[src/hw/asr_pkg.sv]
// Constants and types shared by the angle sensor status and fault register set.
`default_nettype none
package asr_pkg;
    localparam int ADDR_W = 8;
    localparam int DATA_W = 16;

    // Register offsets.
    localparam logic [7:0] OFF_CTRL   = 8'h1e;
    localparam logic [7:0] OFF_ANGLE  = 8'h20;
    localparam logic [7:0] OFF_STATUS = 8'h22;
    localparam logic [7:0] OFF_FAULT  = 8'h24;
    localparam logic [7:0] OFF_WARN   = 8'h26;

    // Device control fields.
    localparam int CTL_SEL_LSB   = 12;
    localparam int CTL_CLR_DONE  = 10;
    localparam int CTL_CLR_CAUT  = 9;
    localparam int CTL_CLR_FLT   = 8;

    // Action selections and trigger codes.
    localparam logic [3:0] SEL_TURNS = 4'h4;
    localparam logic [3:0] SEL_HARD  = 4'h7;
    localparam logic [3:0] SEL_HALL  = 4'h9;
    localparam logic [3:0] SEL_LOGIC = 4'ha;
    localparam logic [3:0] SEL_BOTH  = 4'hb;
    localparam logic [7:0] TRIG_TEST  = 8'hb9;
    localparam logic [7:0] TRIG_TURNS = 8'h46;
    localparam logic [7:0] TRIG_HARD  = 8'h5a;

    // Fixed register tags in bits 15:12.
    localparam logic [3:0] TAG_STATUS = 4'h8;
    localparam logic [3:0] TAG_FAULT  = 4'ha;
    localparam logic [3:0] TAG_WARN   = 4'hb;

    // Angle word bit positions.
    localparam int AW_SUM    = 14;
    localparam int AW_SUPPLY = 13;
    localparam int AW_ODD    = 12;

    // Fault bit positions.
    localparam int FB_CAUTION = 11;
    localparam int FB_VCC     = 3;
    localparam int FB_REG     = 2;

    // Values after reset: the reset flag of the fault register starts set.
    localparam logic [10:0] FAULT_RST_VAL = 11'h001;
    localparam logic [11:0] WARN_RST_VAL  = 12'h000;
    localparam logic [11:0] WARN_RSVD     = 12'h200;
    localparam logic [3:0]  SEL_RST_VAL   = 4'h0;

    typedef enum logic [0:0] {ACT_IDLE, ACT_BUSY} asr_act_t;
endpackage : asr_pkg
`default_nettype wire

[src/hw/asr_regs.sv]
// Angle, status, fault and warning registers with the device control register.
//
// Decided for this implementation: strobed register access.
`default_nettype none
module asr_regs
    import asr_pkg::*;
(
    input  wire logic              sys_clk,            // System clock, 250 MHz.
    input  wire logic              arst_n,             // Asynchronous reset, active low.
    input  wire logic [ADDR_W-1:0] reg_addr,           // Register address.
    input  wire logic [DATA_W-1:0] reg_wdata,          // Register write data.
    input  wire logic              reg_wr,             // Write strobe.
    input  wire logic              reg_rd,             // Read strobe.
    output logic      [DATA_W-1:0] reg_rdata,          // Read data, one cycle later.
    input  wire logic [11:0]       angle_code,         // Tracked angle.
    input  wire logic              loop_locked,        // Tracking loop locked.
    input  wire logic              nv_loaded,          // Nonvolatile load finished.
    input  wire logic              tests_done,         // Startup self-tests finished.
    input  wire logic              boot_active,        // Boot sequence under way.
    input  wire logic [1:0]        chip_index_nv,      // Chip index from memory.
    input  wire logic              dir_decreasing,     // Hysteresis sees falling angle.
    input  wire logic              speed_over_sleep,   // Speed above sleep threshold.
    input  wire logic              sleep_request,      // Sleep entry wanted.
    input  wire logic              logic_test_running, // Logic self-test running.
    input  wire logic              hall_test_running,  // Front-end self-test running.
    input  wire logic              logic_test_fail,    // Logic self-test failed.
    input  wire logic              hall_test_fail,     // Front-end self-test failed.
    input  wire logic              action_complete,    // Triggered action finished.
    input  wire logic              mean_err_evt,       // Averaged angle corrupted.
    input  wire logic              quad_err_evt,       // Quadrature output broken.
    input  wire logic              lock_lost_evt,      // Tracking loop lost lock.
    input  wire logic              zc_timeout_evt,     // Zero crossing overdue.
    input  wire logic              nv_double_evt,      // Uncorrectable memory error.
    input  wire logic              osc_trip_evt,       // Oscillator watchdog tripped.
    input  wire logic              vcc_low,            // Supply pin undervoltage, level.
    input  wire logic              reg_low,            // Regulator undervoltage, level.
    input  wire logic              mag_low_evt,        // Field below low limit.
    input  wire logic [11:0]       warn_evt,           // Warning conditions.
    input  wire logic [11:0]       fault_mask,         // Nonvolatile fault masks.
    input  wire logic [11:0]       warn_mask,          // Nonvolatile warning masks.
    output logic                   start_hall_test,    // Pulse: start front-end test.
    output logic                   start_logic_test,   // Pulse: start logic test.
    output logic                   turns_reset,        // Pulse: reset turns count.
    output logic                   hard_reset,         // Pulse: hard reset.
    output logic                   sleep_enter_ok      // Sleep entry permitted.
);
    logic [10:0]       fault_q;
    logic [11:0]       warn_q;
    logic [10:0]       f_set;
    logic [11:0]       w_set;
    logic              ctrl_wr;
    logic              clr_faults;
    logic              clr_cautions;
    logic              clr_done;
    logic              rd_fault;
    logic              rd_warn;
    logic              caution_sum;
    logic              fault_sum;
    logic              supply_low;
    logic [DATA_W-1:0] angle_word;
    logic [DATA_W-1:0] status_word;
    logic [DATA_W-1:0] fault_word;
    logic [DATA_W-1:0] ctrl_word;
    logic [3:0]        action_select;
    logic              special_done;
    logic              act_busy;
    logic              boot_done;
    logic              boot_fin;
    logic              boot_fin_q;
    logic              output_valid;
    logic [1:0]        chip_index;
    logic              turn_direction;
    logic              sleep_blocked_velocity;

    // Register decode.
    assign ctrl_wr      = reg_wr && reg_addr == OFF_CTRL;
    assign clr_faults   = ctrl_wr && reg_wdata[CTL_CLR_FLT];
    assign clr_cautions = ctrl_wr && reg_wdata[CTL_CLR_CAUT];
    assign clr_done     = ctrl_wr && reg_wdata[CTL_CLR_DONE];
    assign rd_fault     = reg_rd && reg_addr == OFF_FAULT;
    assign rd_warn      = reg_rd && reg_addr == OFF_WARN;

    // Supply faults are levels, so they keep setting the bit while present.
    assign f_set = {logic_test_fail | hall_test_fail,
                    mean_err_evt, quad_err_evt,
                    lock_lost_evt, zc_timeout_evt,
                    nv_double_evt, osc_trip_evt, vcc_low, reg_low,
                    mag_low_evt, hard_reset};
    assign w_set = warn_evt & ~WARN_RSVD;

    asr_sticky #(
        .W       (11),
        .RST_VAL (FAULT_RST_VAL)
    ) u_fault (
        .sys_clk (sys_clk),
        .arst_n  (arst_n),
        .set_evt (f_set),
        .rd_hit  (rd_fault),
        .clr     (clr_faults),
        .flags   (fault_q)
    );

    asr_sticky #(
        .W       (12),
        .RST_VAL (WARN_RST_VAL)
    ) u_warn (
        .sys_clk (sys_clk),
        .arst_n  (arst_n),
        .set_evt (w_set),
        .rd_hit  (rd_warn),
        .clr     (clr_cautions),
        .flags   (warn_q)
    );

    asr_action u_action (
        .sys_clk         (sys_clk),
        .arst_n          (arst_n),
        .ctrl_wr         (ctrl_wr),
        .sel_wr          (reg_wdata[CTL_SEL_LSB +: 4]),
        .trig_wr         (reg_wdata[7:0]),
        .clr_done        (clr_done),
        .action_complete (action_complete),
        .action_select   (action_select),
        .special_done    (special_done),
        .busy            (act_busy),
        .start_hall      (start_hall_test),
        .start_logic     (start_logic_test),
        .turns_reset     (turns_reset),
        .hard_reset      (hard_reset)
    );

    // Summaries.
    assign caution_sum = (|(warn_q & ~warn_mask)) && !fault_mask[FB_CAUTION];
    assign fault_sum   = (|(fault_q & ~fault_mask[10:0])) || (|(warn_q & ~warn_mask));
    assign supply_low  = (vcc_low && !fault_mask[FB_VCC])
                      || (reg_low && !fault_mask[FB_REG]);

    // Angle word: the check bit is chosen so the word always has an odd count of ones.
    always_comb begin
        angle_word            = '0;
        angle_word[11:0]      = angle_code;
        angle_word[AW_SUM]    = fault_sum;
        angle_word[AW_SUPPLY] = supply_low;
        angle_word[AW_ODD]    = ~^{fault_sum, supply_low, angle_code};
    end

    always_comb begin
        status_word        = '0;
        status_word[15:12] = TAG_STATUS;
        status_word[9:8]   = chip_index;
        status_word[7]     = turn_direction;
        status_word[6]     = sleep_blocked_velocity;
        status_word[5]     = special_done;
        status_word[4]     = boot_done;
        status_word[3]     = logic_test_running;
        status_word[2]     = hall_test_running;
        status_word[1]     = boot_active;
        status_word[0]     = output_valid;
    end

    assign fault_word = {TAG_FAULT, caution_sum, fault_q};

    // Clear and trigger bits are write-only; only the selection reads back.
    assign ctrl_word = {action_select, 12'h000};

    always_ff @(posedge sys_clk or negedge arst_n) begin
        if (!arst_n) begin
            reg_rdata <= '0;
        end else if (reg_rd) begin
            case (reg_addr)
                OFF_CTRL:   reg_rdata <= ctrl_word;
                OFF_ANGLE:  reg_rdata <= angle_word;
                OFF_STATUS: reg_rdata <= status_word;
                OFF_FAULT:  reg_rdata <= fault_word;
                OFF_WARN:   reg_rdata <= {TAG_WARN, warn_q};
                default:    reg_rdata <= '0;
            endcase
        end else begin
            reg_rdata <= '0;
        end
    end

    // Boot done sets on the cycle load and startup tests both become finished.
    assign boot_fin = nv_loaded && tests_done;

    always_ff @(posedge sys_clk or negedge arst_n) begin
        if (!arst_n) begin
            boot_fin_q <= 1'b0;
        end else begin
            boot_fin_q <= boot_fin;
        end
    end

    always_ff @(posedge sys_clk or negedge arst_n) begin
        if (!arst_n) begin
            boot_done <= 1'b0;
        end else if (boot_fin && !boot_fin_q) begin
            boot_done <= 1'b1;
        end else if (clr_done) begin
            boot_done <= 1'b0;
        end
    end

    // Valid needs lock and a finished startup; the clearable done flag is not used.
    always_ff @(posedge sys_clk or negedge arst_n) begin
        if (!arst_n) begin
            output_valid <= 1'b0;
        end else begin
            output_valid <= loop_locked && boot_fin && !boot_active;
        end
    end

    // Chip index is reported only and steers nothing else.
    always_ff @(posedge sys_clk or negedge arst_n) begin
        if (!arst_n) begin
            chip_index <= 2'h0;
        end else if (nv_loaded) begin
            chip_index <= chip_index_nv;
        end
    end

    always_ff @(posedge sys_clk or negedge arst_n) begin
        if (!arst_n) begin
            turn_direction         <= 1'b0;
            sleep_blocked_velocity <= 1'b0;
            sleep_enter_ok         <= 1'b0;
        end else begin
            turn_direction         <= dir_decreasing;
            sleep_blocked_velocity <= speed_over_sleep;
            sleep_enter_ok         <= sleep_request && !speed_over_sleep;
        end
    end
endmodule : asr_regs
`default_nettype wire

[src/hw/asr_sticky.sv]
// Latched flag set that remembers which set bits a read has returned.
`default_nettype none
module asr_sticky
    import asr_pkg::*;
#(
    parameter int          W       = 11,
    parameter logic [W-1:0] RST_VAL = '0
) (
    input  wire logic         sys_clk, // System clock.
    input  wire logic         arst_n,  // Asynchronous reset, active low.
    input  wire logic [W-1:0] set_evt, // Conditions that latch a bit.
    input  wire logic         rd_hit,  // Register read this cycle.
    input  wire logic         clr,     // Clear of the bits already read.
    output logic      [W-1:0] flags    // Latched flags.
);
    logic [W-1:0] seen;

    // A clear drops only bits a read returned; an event in the same cycle still wins.
    always_ff @(posedge sys_clk or negedge arst_n) begin
        if (!arst_n) begin
            flags <= RST_VAL;
        end else if (clr) begin
            flags <= (flags & ~seen) | set_evt;
        end else begin
            flags <= flags | set_evt;
        end
    end

    always_ff @(posedge sys_clk or negedge arst_n) begin
        if (!arst_n) begin
            seen <= '0;
        end else if (clr) begin
            seen <= '0;
        end else if (rd_hit) begin
            seen <= seen | flags;
        end
    end
endmodule : asr_sticky
`default_nettype wire

[src/hw/asr_action.sv]
// Action selection, trigger decode and completion flag of the control register.
`default_nettype none
module asr_action
    import asr_pkg::*;
(
    input  wire logic       sys_clk,         // System clock.
    input  wire logic       arst_n,          // Asynchronous reset, active low.
    input  wire logic       ctrl_wr,         // Write to the control register.
    input  wire logic [3:0] sel_wr,          // Written action selection.
    input  wire logic [7:0] trig_wr,         // Written trigger code.
    input  wire logic       clr_done,        // Clear of the done flags.
    input  wire logic       action_complete, // Action engine finished.
    output logic      [3:0] action_select,   // Current selection.
    output logic            special_done,    // Action done flag.
    output logic            busy,            // An action is under way.
    output logic            start_hall,      // Start front-end self-test.
    output logic            start_logic,     // Start logic self-test.
    output logic            turns_reset,     // Reset turns count.
    output logic            hard_reset       // Hard reset request.
);
    asr_act_t state;
    logic     fire;

    function automatic logic trig_ok(input logic [3:0] s, input logic [7:0] t);
        trig_ok = ((s == SEL_HALL || s == SEL_LOGIC || s == SEL_BOTH) && t == TRIG_TEST)
               || (s == SEL_TURNS && t == TRIG_TURNS)
               || (s == SEL_HARD && t == TRIG_HARD);
    endfunction : trig_ok

    // Triggers while an action runs are ignored.
    assign fire = ctrl_wr && state == ACT_IDLE && trig_ok(sel_wr, trig_wr);
    assign busy = (state == ACT_BUSY);

    always_ff @(posedge sys_clk or negedge arst_n) begin
        if (!arst_n) begin
            state <= ACT_IDLE;
        end else begin
            case (state)
                ACT_IDLE: if (fire) state <= ACT_BUSY;
                ACT_BUSY: if (action_complete) state <= ACT_IDLE;
                default:  state <= ACT_IDLE;
            endcase
        end
    end

    // The selection reads back and returns to zero once the action completes.
    always_ff @(posedge sys_clk or negedge arst_n) begin
        if (!arst_n) begin
            action_select <= SEL_RST_VAL;
        end else if (busy && action_complete) begin
            action_select <= SEL_RST_VAL;
        end else if (ctrl_wr) begin
            action_select <= sel_wr;
        end
    end

    always_ff @(posedge sys_clk or negedge arst_n) begin
        if (!arst_n) begin
            special_done <= 1'b0;
        end else if (busy && action_complete) begin
            special_done <= 1'b1;
        end else if (fire || clr_done) begin
            special_done <= 1'b0;
        end
    end

    always_ff @(posedge sys_clk or negedge arst_n) begin
        if (!arst_n) begin
            start_hall  <= 1'b0;
            start_logic <= 1'b0;
            turns_reset <= 1'b0;
            hard_reset  <= 1'b0;
        end else begin
            start_hall  <= fire && (sel_wr == SEL_HALL || sel_wr == SEL_BOTH);
            start_logic <= fire && (sel_wr == SEL_LOGIC || sel_wr == SEL_BOTH);
            turns_reset <= fire && sel_wr == SEL_TURNS;
            hard_reset  <= fire && sel_wr == SEL_HARD;
        end
    end
endmodule : asr_action
`default_nettype wire

[config.mk]
export PLATFORM = sky130hd
export DESIGN_NAME = asr_regs
export DESIGN_NICKNAME = d
export VERILOG_FILES = /design/src/hw/asr_pkg.sv /design/src/hw/asr_regs.sv /design/src/hw/asr_sticky.sv /design/src/hw/asr_action.sv
export SDC_FILE = /design/constraint.sdc
export NUM_CORES = 1
export LEC_CHECK = 0
export ABC_CLOCK_PERIOD_IN_PS = 1600
export BUFFER_PORTS_ARGS = -buffer_cell sky130_fd_sc_hd__buf_2
export CAP_MARGIN = 20
export CORE_ASPECT_RATIO = 0.5
export CORE_MARGIN = 2
export CORE_UTILIZATION = 38
export CTS_CLUSTER_DIAMETER = 30
export DETAILED_ROUTE_END_ITERATION = 8
export PLACE_DENSITY = 0.67
export SYNTH_ARGS = -nofsm -noshare
export SYNTH_HDL_FRONTEND = slang
export SYNTH_SLANG_ARGS = --single-unit
export TNS_END_PERCENT = 30
[constraint.sdc]
create_clock -name sys_clk -period 1.6 [get_ports sys_clk]
set_input_delay 0.08 -clock sys_clk [delete_from_list [all_inputs] [get_ports sys_clk]]
set_output_delay 0.08 -clock sys_clk [all_outputs]
set_load 0.01 [all_outputs]
---- Word level (Yosys, flattened, before mapping) ----
Index checks and enable logic that the tools add are counted.
storage, ports and cells
  register bits ........................... 80
  bits in latches ......................... 0
  bits in writable memories ............... 0
  ROM bits ................................ 0
  bits of input ports ..................... 99
  logic and storage cells ................. 112
  memories ................................ 0
operators by class
  add/subtract/negate cells ............... 0
  multiply operators ...................... 0
  divide/modulo/power cells ............... 0
  $lt $le $gt $ge ......................... 0
  equality and inequality tests ........... 13
  shift-type cells ........................ 0
  mux-type cells .......................... 17
  bitwise operators ....................... 16
  reduce and logical (&&, ||, !) cells .... 47
operators with widths
  operator            count
  $pmux 16 s5         1
  $mux 12             3
  $or 12x12->12       3
  $mux 11             3
  $or 11x11->11       3
  $eq 8x6->1 const B  4
  $and 12x12->12      2
  $logic_and 1x1->1   24
  $not 12->12         2
  $and 11x11->11      2
  $not 11->11         2
  $eq 8x7->1 const B  2
  $mux 16             1
  $reduce_xnor 14->1  1
  $eq 4x4->1 const B  3
  $reduce_or 12->1    1
  $reduce_or 11->1    1
  $reduce_bool 2->1   5
  $logic_or 1x1->1    9
  $eq 4x3->1 const B  2
  $eq 8x5->1 const B  1
  $eq 8x8->1 const B  1
  $mux 4              2
  $logic_not 1->1     6
  other kinds (4)     9

---- Longest topological paths before layout ----
Gate-level depths: netlist (run 1).
  depth in word-level cells ............... 10
  gate-level depth with buffers ........... 7
  gate-level depth less buffers ........... 6

---- Modules after synthesis ----
From an unflattened synthesis (run 1), not the netlist that was laid out.
second synthesis, totals
  cell total of the unflattened synthesis .. 335
  area total of the unflattened synthesis .. 3734.8 sq um
modules (own cells, without submodules)
  module                instances  cells an instance  area each (sq um)  sequential area each (sq um)
  asr_regs              1          148                1576.5             600.6
  asr_sticky (u_warn)   1          75                 862.1              600.6
  asr_sticky (u_fault)  1          69                 793.3              551.8
  asr_action            1          43                 503.0              250.2

---- Worst setup path before layout (run 1) ----
Ideal clock, no wire load.
  kind .................................... register -> register
  start point ............................. register u_warn.flags[3]
  end point ............................... register reg_rdata[12]
  setup time .............................. 131 ps
  data arrival time ....................... 1401 ps
  required time ........................... 1469 ps
  slack ................................... 68 ps
  cell stages (with the launch flop) ...... 7
  buffers on the path ..................... 0
  period minus slack after synthesis ...... 1532 ps
  cells stage by stage .................... dfrtp_1 -> nand2b_1 -> o2111ai_1 -> nor3_1 -> nand3_1 -> and3_1 -> or3_1
on the way
  cells in the longest elaborated chain, start to end .. 6
RTL lines
  item                    line              text
  start, declared         asr_sticky.sv:14  output logic [W-1:0] flags
  start signal, assigned  asr_sticky.sv:23  flags <= (flags & ~seen) | set_evt;
  start signal, assigned  asr_sticky.sv:25  flags <= flags | set_evt;
  $and 12x12->12          asr_regs.sv:134   assign fault_sum = (|(fault_q & ~fault_mask[10:0])) || (|(warn_q & ~warn_mask));
  $reduce_or 12->1        asr_regs.sv:134
  $logic_or 1x1->1        asr_regs.sv:134
  $reduce_xnor 14->1      asr_regs.sv:144   angle_word[AW_ODD] = ~^{fault_sum, supply_low, angle_code};
  $pmux 16 s5             asr_regs.sv:170   case (reg_addr)
  $mux 16                 asr_regs.sv:169   end else if (reg_rd) begin
  end signal, assigned    asr_regs.sv:171   OFF_CTRL: reg_rdata <= ctrl_word;
  end signal, assigned    asr_regs.sv:172   OFF_ANGLE: reg_rdata <= angle_word;
  end signal, assigned    asr_regs.sv:173   OFF_STATUS: reg_rdata <= status_word;
  end, declared           asr_regs.sv:14    output logic [DATA_W-1:0] reg_rdata,
Every way passes these cells.
A chain may end at the register's enable or synchronous reset.

---- Final worst setup path (run 1) ----
  start point ............................. register u_fault.flags[5]
  end point ............................... register reg_rdata[12]
on the way
  cells in the longest elaborated chain, start to end .. 6
RTL lines
  item                    line
  start, declared         asr_sticky.sv:14
  start signal, assigned  asr_sticky.sv:23
  start signal, assigned  asr_sticky.sv:25
  $and 11x11->11          asr_regs.sv:134
  $reduce_or 11->1        asr_regs.sv:134
  $logic_or 1x1->1        asr_regs.sv:134
  $reduce_xnor 14->1      asr_regs.sv:144
  $pmux 16 s5             asr_regs.sv:170
  $mux 16                 asr_regs.sv:169
Every way passes these cells.

==> summary.md, run 1 <==
| Metric | Value |
|---|---|
| Layout cells sized above 1 | 38.2% |
| Startpoint Class | flop |
| Die area | 10600 µm² |
| Crit path capture type | flop |
| Crit path max-delay cell type | dfrtp_1 |
| Vias | 3233 |
| Die W | 144 µm |
| Final worst slack | -7.12 ps |
| Drt total wl | 10200 µm |
| Overflow after GRT | 0 |
| Syn nets | 433 |
| Finish-stage setup viols | 1 |
| Reg2reg end | reg_rdata[12] |
| First-pass GRT wire length | 16100 µm |
| Synth warnings | 0 |
| TritonCTS Buffers | 9 |
| Max Cap Violations | 0 |
| Most frequent cells in the layout | buf_2, dfrtp_1, buf_4 |
| Worst vdd ir | 0.483 mV |
| Req. time, crit path | 1810 ps |
| Area growth syn-to-layout | 45.4% |
| Final count of pins violating max slew | 0 |
| Clock sinks | 80 |
| Number of flops mapped to enable cells by yosys | 0 |
| R2r startpoint | u_fault.flags[5] |
| CP max FO | 2 |
| RSZ-0062 raised after global routing | yes |
| Asr flop ratio synth | 100% |
| Largest net degree at the start of global routing | 53 |
| ANT cells | 0 |
| Final std cells w/o fill | 664 |
| Clk_lat worst skew | 330 ps |
| Post-synthesis register bit count | 80 |
| Rel. slew slack | 66.1% |
| Final min period | 1610 ps |
| Clock Pin Slew Worst Setup and Hold Paths | 60 ps |
| Port Buffer Count | 117 |
| Post-Place Cells | 614 |
| Rows | 25 |
| DP HPWL | 7450 µm |
| Synthesized area per cell | 11.1 µm² |
| Core area | 9480 µm² |
| Path type of the worst min-delay path | in2reg |
| Status | finished with violations |
| Setup TNS | -7.12 ps |
| Fin crit share | 100% |
| Post-Syn Instances | 334 |
| Initial Util | 39.1% |
| I/O Pins | 120 |
| Hold Slack | 28.8 ps |
| Register area share after synthesis | 54.0% |
| Final Hold Violating Endpoints | 0 |
| Critical Path Max Stage Delay | 380 ps |
| Leak | 2.61 nW |
| CTS tree | done |
| All-Layer GR Usage | 20.5% |
| Most common cell after layout, fill and taps aside | buf_2 |
| R2R depth | 6 |
| Fmax | 0.622 GHz |
| TritonRoute pass-1 iters | 4 |
| Synth Flop Type | dfrtp_1 |
| Drt drc | 0 |
| Antenna Violating Nets Remaining | 0 |
| Vias in the first global route | 3240 |
| Critical path origin | u_fault.flags[5] |
| Worst setup endpoint | reg_rdata[12] |
| Register-to-register setup slack | -7 ps |
| Initial antenna violation count | 0 |
| Drt initial violations | 171 |
| Actual slew at the worst max-slew pin | 509 ps |
| Final instance area | 5390 µm² |
| Clock Tree Buf Depth | 2 |
| CP Class | reg2reg |
| DP Area | 4730 µm² |
| Vias/cell | 4.87 |
| Pwr Total | 4.60 mW |
| Die height | 73.9 µm |
| Failing checks | setup timing |
| Fill cell count | 832 |
| Synth cell types | 48 |
| Core Util, Final | 56.9% |
| # nets final | 623 |
| Clock Tree Root | clkbuf_16 |
| Clk_skew | 6.56 ps |
| Post-Syn Area | 3710 µm² |
| Arrival time worst endpoint | 1820 ps |
| H-tree depth | 3 |
| Power per cell area | 853 nW/µm² |
| Wire per inst | 15.4 µm |
| Gpl congestion | 0.816 |
| Critical-path cell list | nand2b_1 > o2111ai_1 > nor3_1 > nand3_4 > and3_4 > or3_1 |
| Dpl ws | -141 ps |
critical path, delay by kind of cell, from the launching register on:
family             cells  cell delay, ps
DFF                    1             380
AOI/OAI and AO/OA      1             110
and+or+nand+nor        5             990
logic make-up (layout without fill, tap and decap cells):
kind of cell,Yosys count,count (layout),share of synthesized area (%)
simple gates,121,121,17.8
flops,80,80,54.0
compound gates,74,74,12.8
buf+inv,30,225,4.01
mux,17,17,8.13
xor+xnor,12,12,3.24
flip-flops by register name, summed over array words and instances (netlist names), 2 cells and up:
signal / count
u_fault.flags: 11
u_action.action_select: 4
reg_rdata: 16
u_warn.seen: 12
chip_index: 2
u_fault.seen: 11
u_warn.flags: 12
synth_stat cells (2+ instances only):
cell       count  area (µm²)
inv_1         16        60.1
and3_1        15        93.8
xnor2_2        2        32.5
buf_6          2        22.5
mux4_2         9         203
nor3_1         7        35.0
dfrtp_1       79        1980
mux2_2         2        22.5
buf_4          4        30.0
a31oi_1        2        12.5
nor4bb_1       2        20.0
o21ai_0        7        35.0
a21o_1        19         143
clkbuf_1       3        11.3
nor2_1        28         105
nand2_1       29         109
o22ai_1        3        18.8
nor2b_1        3        18.8
a21oi_1       31         155
buf_2          5        25.0
nand4b_1       2        17.5
nand2b_1      15        93.8
nor3b_1        3        22.5
mux2i_1        5        50.1
xnor2_1        8        70.1
o2111ai_1      5        43.8
xor2_1         2        17.5
nand3b_1       2        15.0
and2_1         5        31.3
per-layer routing:
metal	global-route usage, %	part of all wire [%]
met1	25.8	44
met2	34.3	50
met3	6.26	5.1
met4	6.54	1.7
met5	0	0
worst min-delay path by stage:
stage / start / to / slack (ps) / cells past startpoint
global placement: arst_n / sleep_enter_ok / 40 / 1
finish: tests_done / boot_fin_q / 30 / 3
detailed placement: arst_n / sleep_enter_ok / 40 / 1
global route: nv_loaded / chip_index[1] / 40 / 2
floorplan: arst_n / boot_done / -220 / 0
CTS: tests_done / boot_fin_q / 20 / 3
report_power, final:
| group | internal [mW] | switching [mW] | total, mW |
|---|---|---|---|
| Combinational | 0.290 | 0.244 | 0.534 |
| Sequential | 2.09 | 0.0340 | 2.12 |
| Clock | 1.14 | 0.799 | 1.94 |
| Total | 3.52 | 1.08 | 4.60 |
final cells by class:
type | instances | area, µm² | area share (%)
multi-input combinational | 224 | 1600 | 29.7
clock buffer | 13 | 260 | 4.83
sequential | 80 | 2000 | 37.1
clock inverter | 3 | 25.0 | 0.464
timing repair buffer | 193 | 1280 | 23.7
tap | 135 | 169 | 3.13
inverter | 16 | 60.1 | 1.11
repair_timing:
action                                 4_1_cts  5_1_grt
setup endpoints to repair                    1        3
setup buffers                                1        1
resized for setup                            3        4
pin swaps                                    5        5
hold buffers                                32        0
endpoints found under the hold margin       57        0
No activity file was read; power rests on OpenSTA's default activity.
==> inputs of run 2 (changes only) <==
- CORE_MARGIN: 2 -> 8
- SYNTH_HIERARCHICAL: not set -> 1
==> summary.md, run 2 <==
| Metric | Value |
|---|---|
| Status | finished with violations |
| Failing checks | setup timing |
| TritonCTS Buffers | 9 |
| ANT cells | 0 |
| Antenna Violating Nets Remaining | 0 |
| Biggest regs | reg_rdata x16, u_warn/flags x12, u_warn/seen x12 |
| Clock Pin Slew Worst Setup and Hold Paths | 60 ps |
| Post-synthesis register bit count | 80 |
| Rows | 25 |
| I/O Pins | 120 |
| Sequential share of power | 42.7% |
| H-tree depth | 3 |
| Hold Path Origin | logic_test_fail |
| Initial Util | 39.3% |
| Crit path max-delay cell type | dfrtp_1 |
| Ranking of synthesized cells by area | dfrtp_1, mux4_2, a21o_1 |
| Most common cell after layout, fill and taps aside | buf_2 |
| Final count of pins violating max slew | 0 |
| Asr flop ratio synth | 100% |
| Finish-stage setup viols | 2 |
| Count leader, synth | dfrtp_1 |
| Sw frac | 22.0% |
| TritonRoute pass-1 iters | 4 |
| Final Hold Violating Endpoints | 0 |
| Critical Path Max Stage Delay | 380 ps |
| Drt initial violations | 192 |
| Final std cells w/o fill | 657 |
| Clock power frac | 47.0% |
| Critical-path cell list | nand2b_1 > o2111ai_2 > nor3_4 > nand3_2 > nor3b_2 > a211o_1 |
| Combinational share of power | 10.4% |
| Gpl congestion | 0.829 |
| Top post-synthesis cells by count | dfrtp_1, nor2_1, nand2_1 |
| Drt total wl | 10900 µm |
| CTS tree | done |
| Synth Flop Type | dfrtp_1 |
| Max Cap Violations | 0 |
| Setup TNS | -58.6 ps |
| Drt drc | 0 |
| Vias/cell | 4.87 |
| Vias in the first global route | 3470 |
| Most frequent cells in the layout | buf_2, dfrtp_1, nor2_1 |
| Core area | 9510 µm² |
| Pwr Total | 4.96 mW |
| First-pass GRT wire length | 17600 µm |
| DP Area | 4750 µm² |
| Post-Syn Area | 3730 µm² |
| CP Class | reg2reg |
| Clock sinks | 80 |
| Power per cell area | 909 nW/µm² |
| Die height | 86.1 µm |
| Path type of the worst min-delay path | in2reg |
| Sw power | 1.09 mW |
| Clk_lat worst skew | 340 ps |
| Die area | 13400 µm² |
| Top cell type's share of synthesized area | 52.9% |
| CP bufs+invs | 0 |
| R2R depth | 6 |
| Clock Tree Buf Depth | 2 |
| R2r startpoint | u_warn/flags[10] |
| Clk_skew | 6.85 ps |
| Syn nets | 434 |
| Worst vdd ir | 0.642 mV |
| Fmax | 0.607 GHz |
| Reg2reg end | reg_rdata[12] |
| Final instance area | 5460 µm² |
| Register-to-register setup slack | -50 ps |
| Vias | 3202 |
| Post-synth top area cell | dfrtp_1 |
| Wire per inst | 16.6 µm |
| Overflow after GRT | 0 |
| Clock Tree Root | clkbuf_16 |
| Port Buffer Count | 117 |
| Largest register by flop count | reg_rdata |
| Hold Crit Endpoint | u_fault/flags[10] |
| Final worst slack | -48.7 ps |
| Max reg flops | 16 |
| Worst path top cell family by delay | simple AND/OR/NAND/NOR gates |
| Die W | 156 µm |
| CP max FO | 2 |
| Final min period | 1650 ps |
| Area growth syn-to-layout | 46.1% |
| Post-Place Cells | 614 |
| Largest net degree at the start of global routing | 81 |
| # nets final | 617 |
| Synth cell types | 54 |
| Synth warnings | 6 |
| Leak | 2.65 nW |
| Req. time, crit path | 1820 ps |
| Power Internal | 3.87 mW |
| Layout cells sized above 1 | 40.6% |
| Synthesized area per cell | 11.1 µm² |
| Arrival time worst endpoint | 1870 ps |
| Number of flops mapped to enable cells by yosys | 0 |
| Register area share after synthesis | 53.6% |
| Startpoint Class | flop |
| DP HPWL | 8130 µm |
| Initial antenna violation count | 0 |
| Fin crit share | 103% |
| Hold path cells | 3 |
| Core Util, Final | 57.4% |
| Post-Syn Instances | 335 |
| RSZ-0062 raised after global routing | yes |
| All-Layer GR Usage | 16.9% |
| Crit path capture type | flop |
==> run 2: cell families (layout without fill, tap and decap cells) <==
logic type	count (synthesis)	count (layout)	synth area share, %
and+or+nand+nor	125	125	17.9
DFF	80	80	53.6
AOI/OAI and AO/OA	71	71	13.5
buffers and inverters	29	216	4.15
muxes	17	17	7.97
xor gates and xnor gates	12	12	2.81
other	1	1	0.100
==> run 2: area by class of cell <==
cell class / count / area (µm²)
Multi-Input combinational cell: 226 / 1660
Tap cell: 135 / 169
Sequential cell: 80 / 2000
Clock inverter: 5 / 106
Clock buffer: 10 / 229
Timing Repair Buffer: 186 / 1230
Fill cell: 818 / 4050
Inverter: 15 / 56.3
==> run 2: repair_timing <==
action	4_1_cts	5_1_grt
pin swaps	3	4
buffers inserted	0	0
endpoints found under the hold margin	106	0
hold buffers	28	0
gates resized for setup	12	4
setup endpoints to repair	2	2
==> run 2: power by group through the flow <==
stage	combinational [mW]	sequential (mW)	clock, mW
floorplan	0.217	2.15	0
global placement	0.436	2.15	0
detailed placement	0.443	2.15	0
CTS	0.512	2.12	2.37
global route	0.566	2.12	2.45
finish	0.514	2.12	2.33
==> run 2: metrics by stage <==
stage	setup WS (ps)	hold WS, ps
final	-48.7	7.22
after global routing	-146	2.70
after detailed placement	-138	144
after floorplan	7.87	-216
after CTS	-22.1	1.65
after global placement	-88.3	146
==> run 2: per-layer routing <==
metal	vias to the layer above	GRT usage, %	routed length (µm)
met1	1565	20.4	4300
met4	0	5.89	153
met5	-	0	0
met2	92	29.3	5730
met3	12	3.91	723
li1	1533	-	-
==> run 2: worst max-delay path by stage <==
stage | to | slack [ps] | startpoint | cells past startpoint
2_1_floorplan | u_action/special_done | 8 | reg_addr[0] | 7
3_3_place_gp | reg_rdata[12] | -90 | u_fault/flags[4] | 7
3_5_place_dp | reg_rdata[12] | -140 | u_fault/flags[0] | 7
4_1_cts | reg_rdata[12] | -20 | u_warn/flags[3] | 6
5_1_grt | reg_rdata[12] | -150 | u_warn/flags[10] | 6
6_report | reg_rdata[12] | -50 | u_warn/flags[10] | 6
==> run 2: worst reg2reg max path: cells and delay by family, from the launching register on <==
| kind | cells | cell delay [ps] |
|---|---|---|
| flip-flops | 1 | 380 |
| AND/OR/NAND/NOR | 4 | 720 |
| AO/OA/AOI/OAI | 2 | 430 |
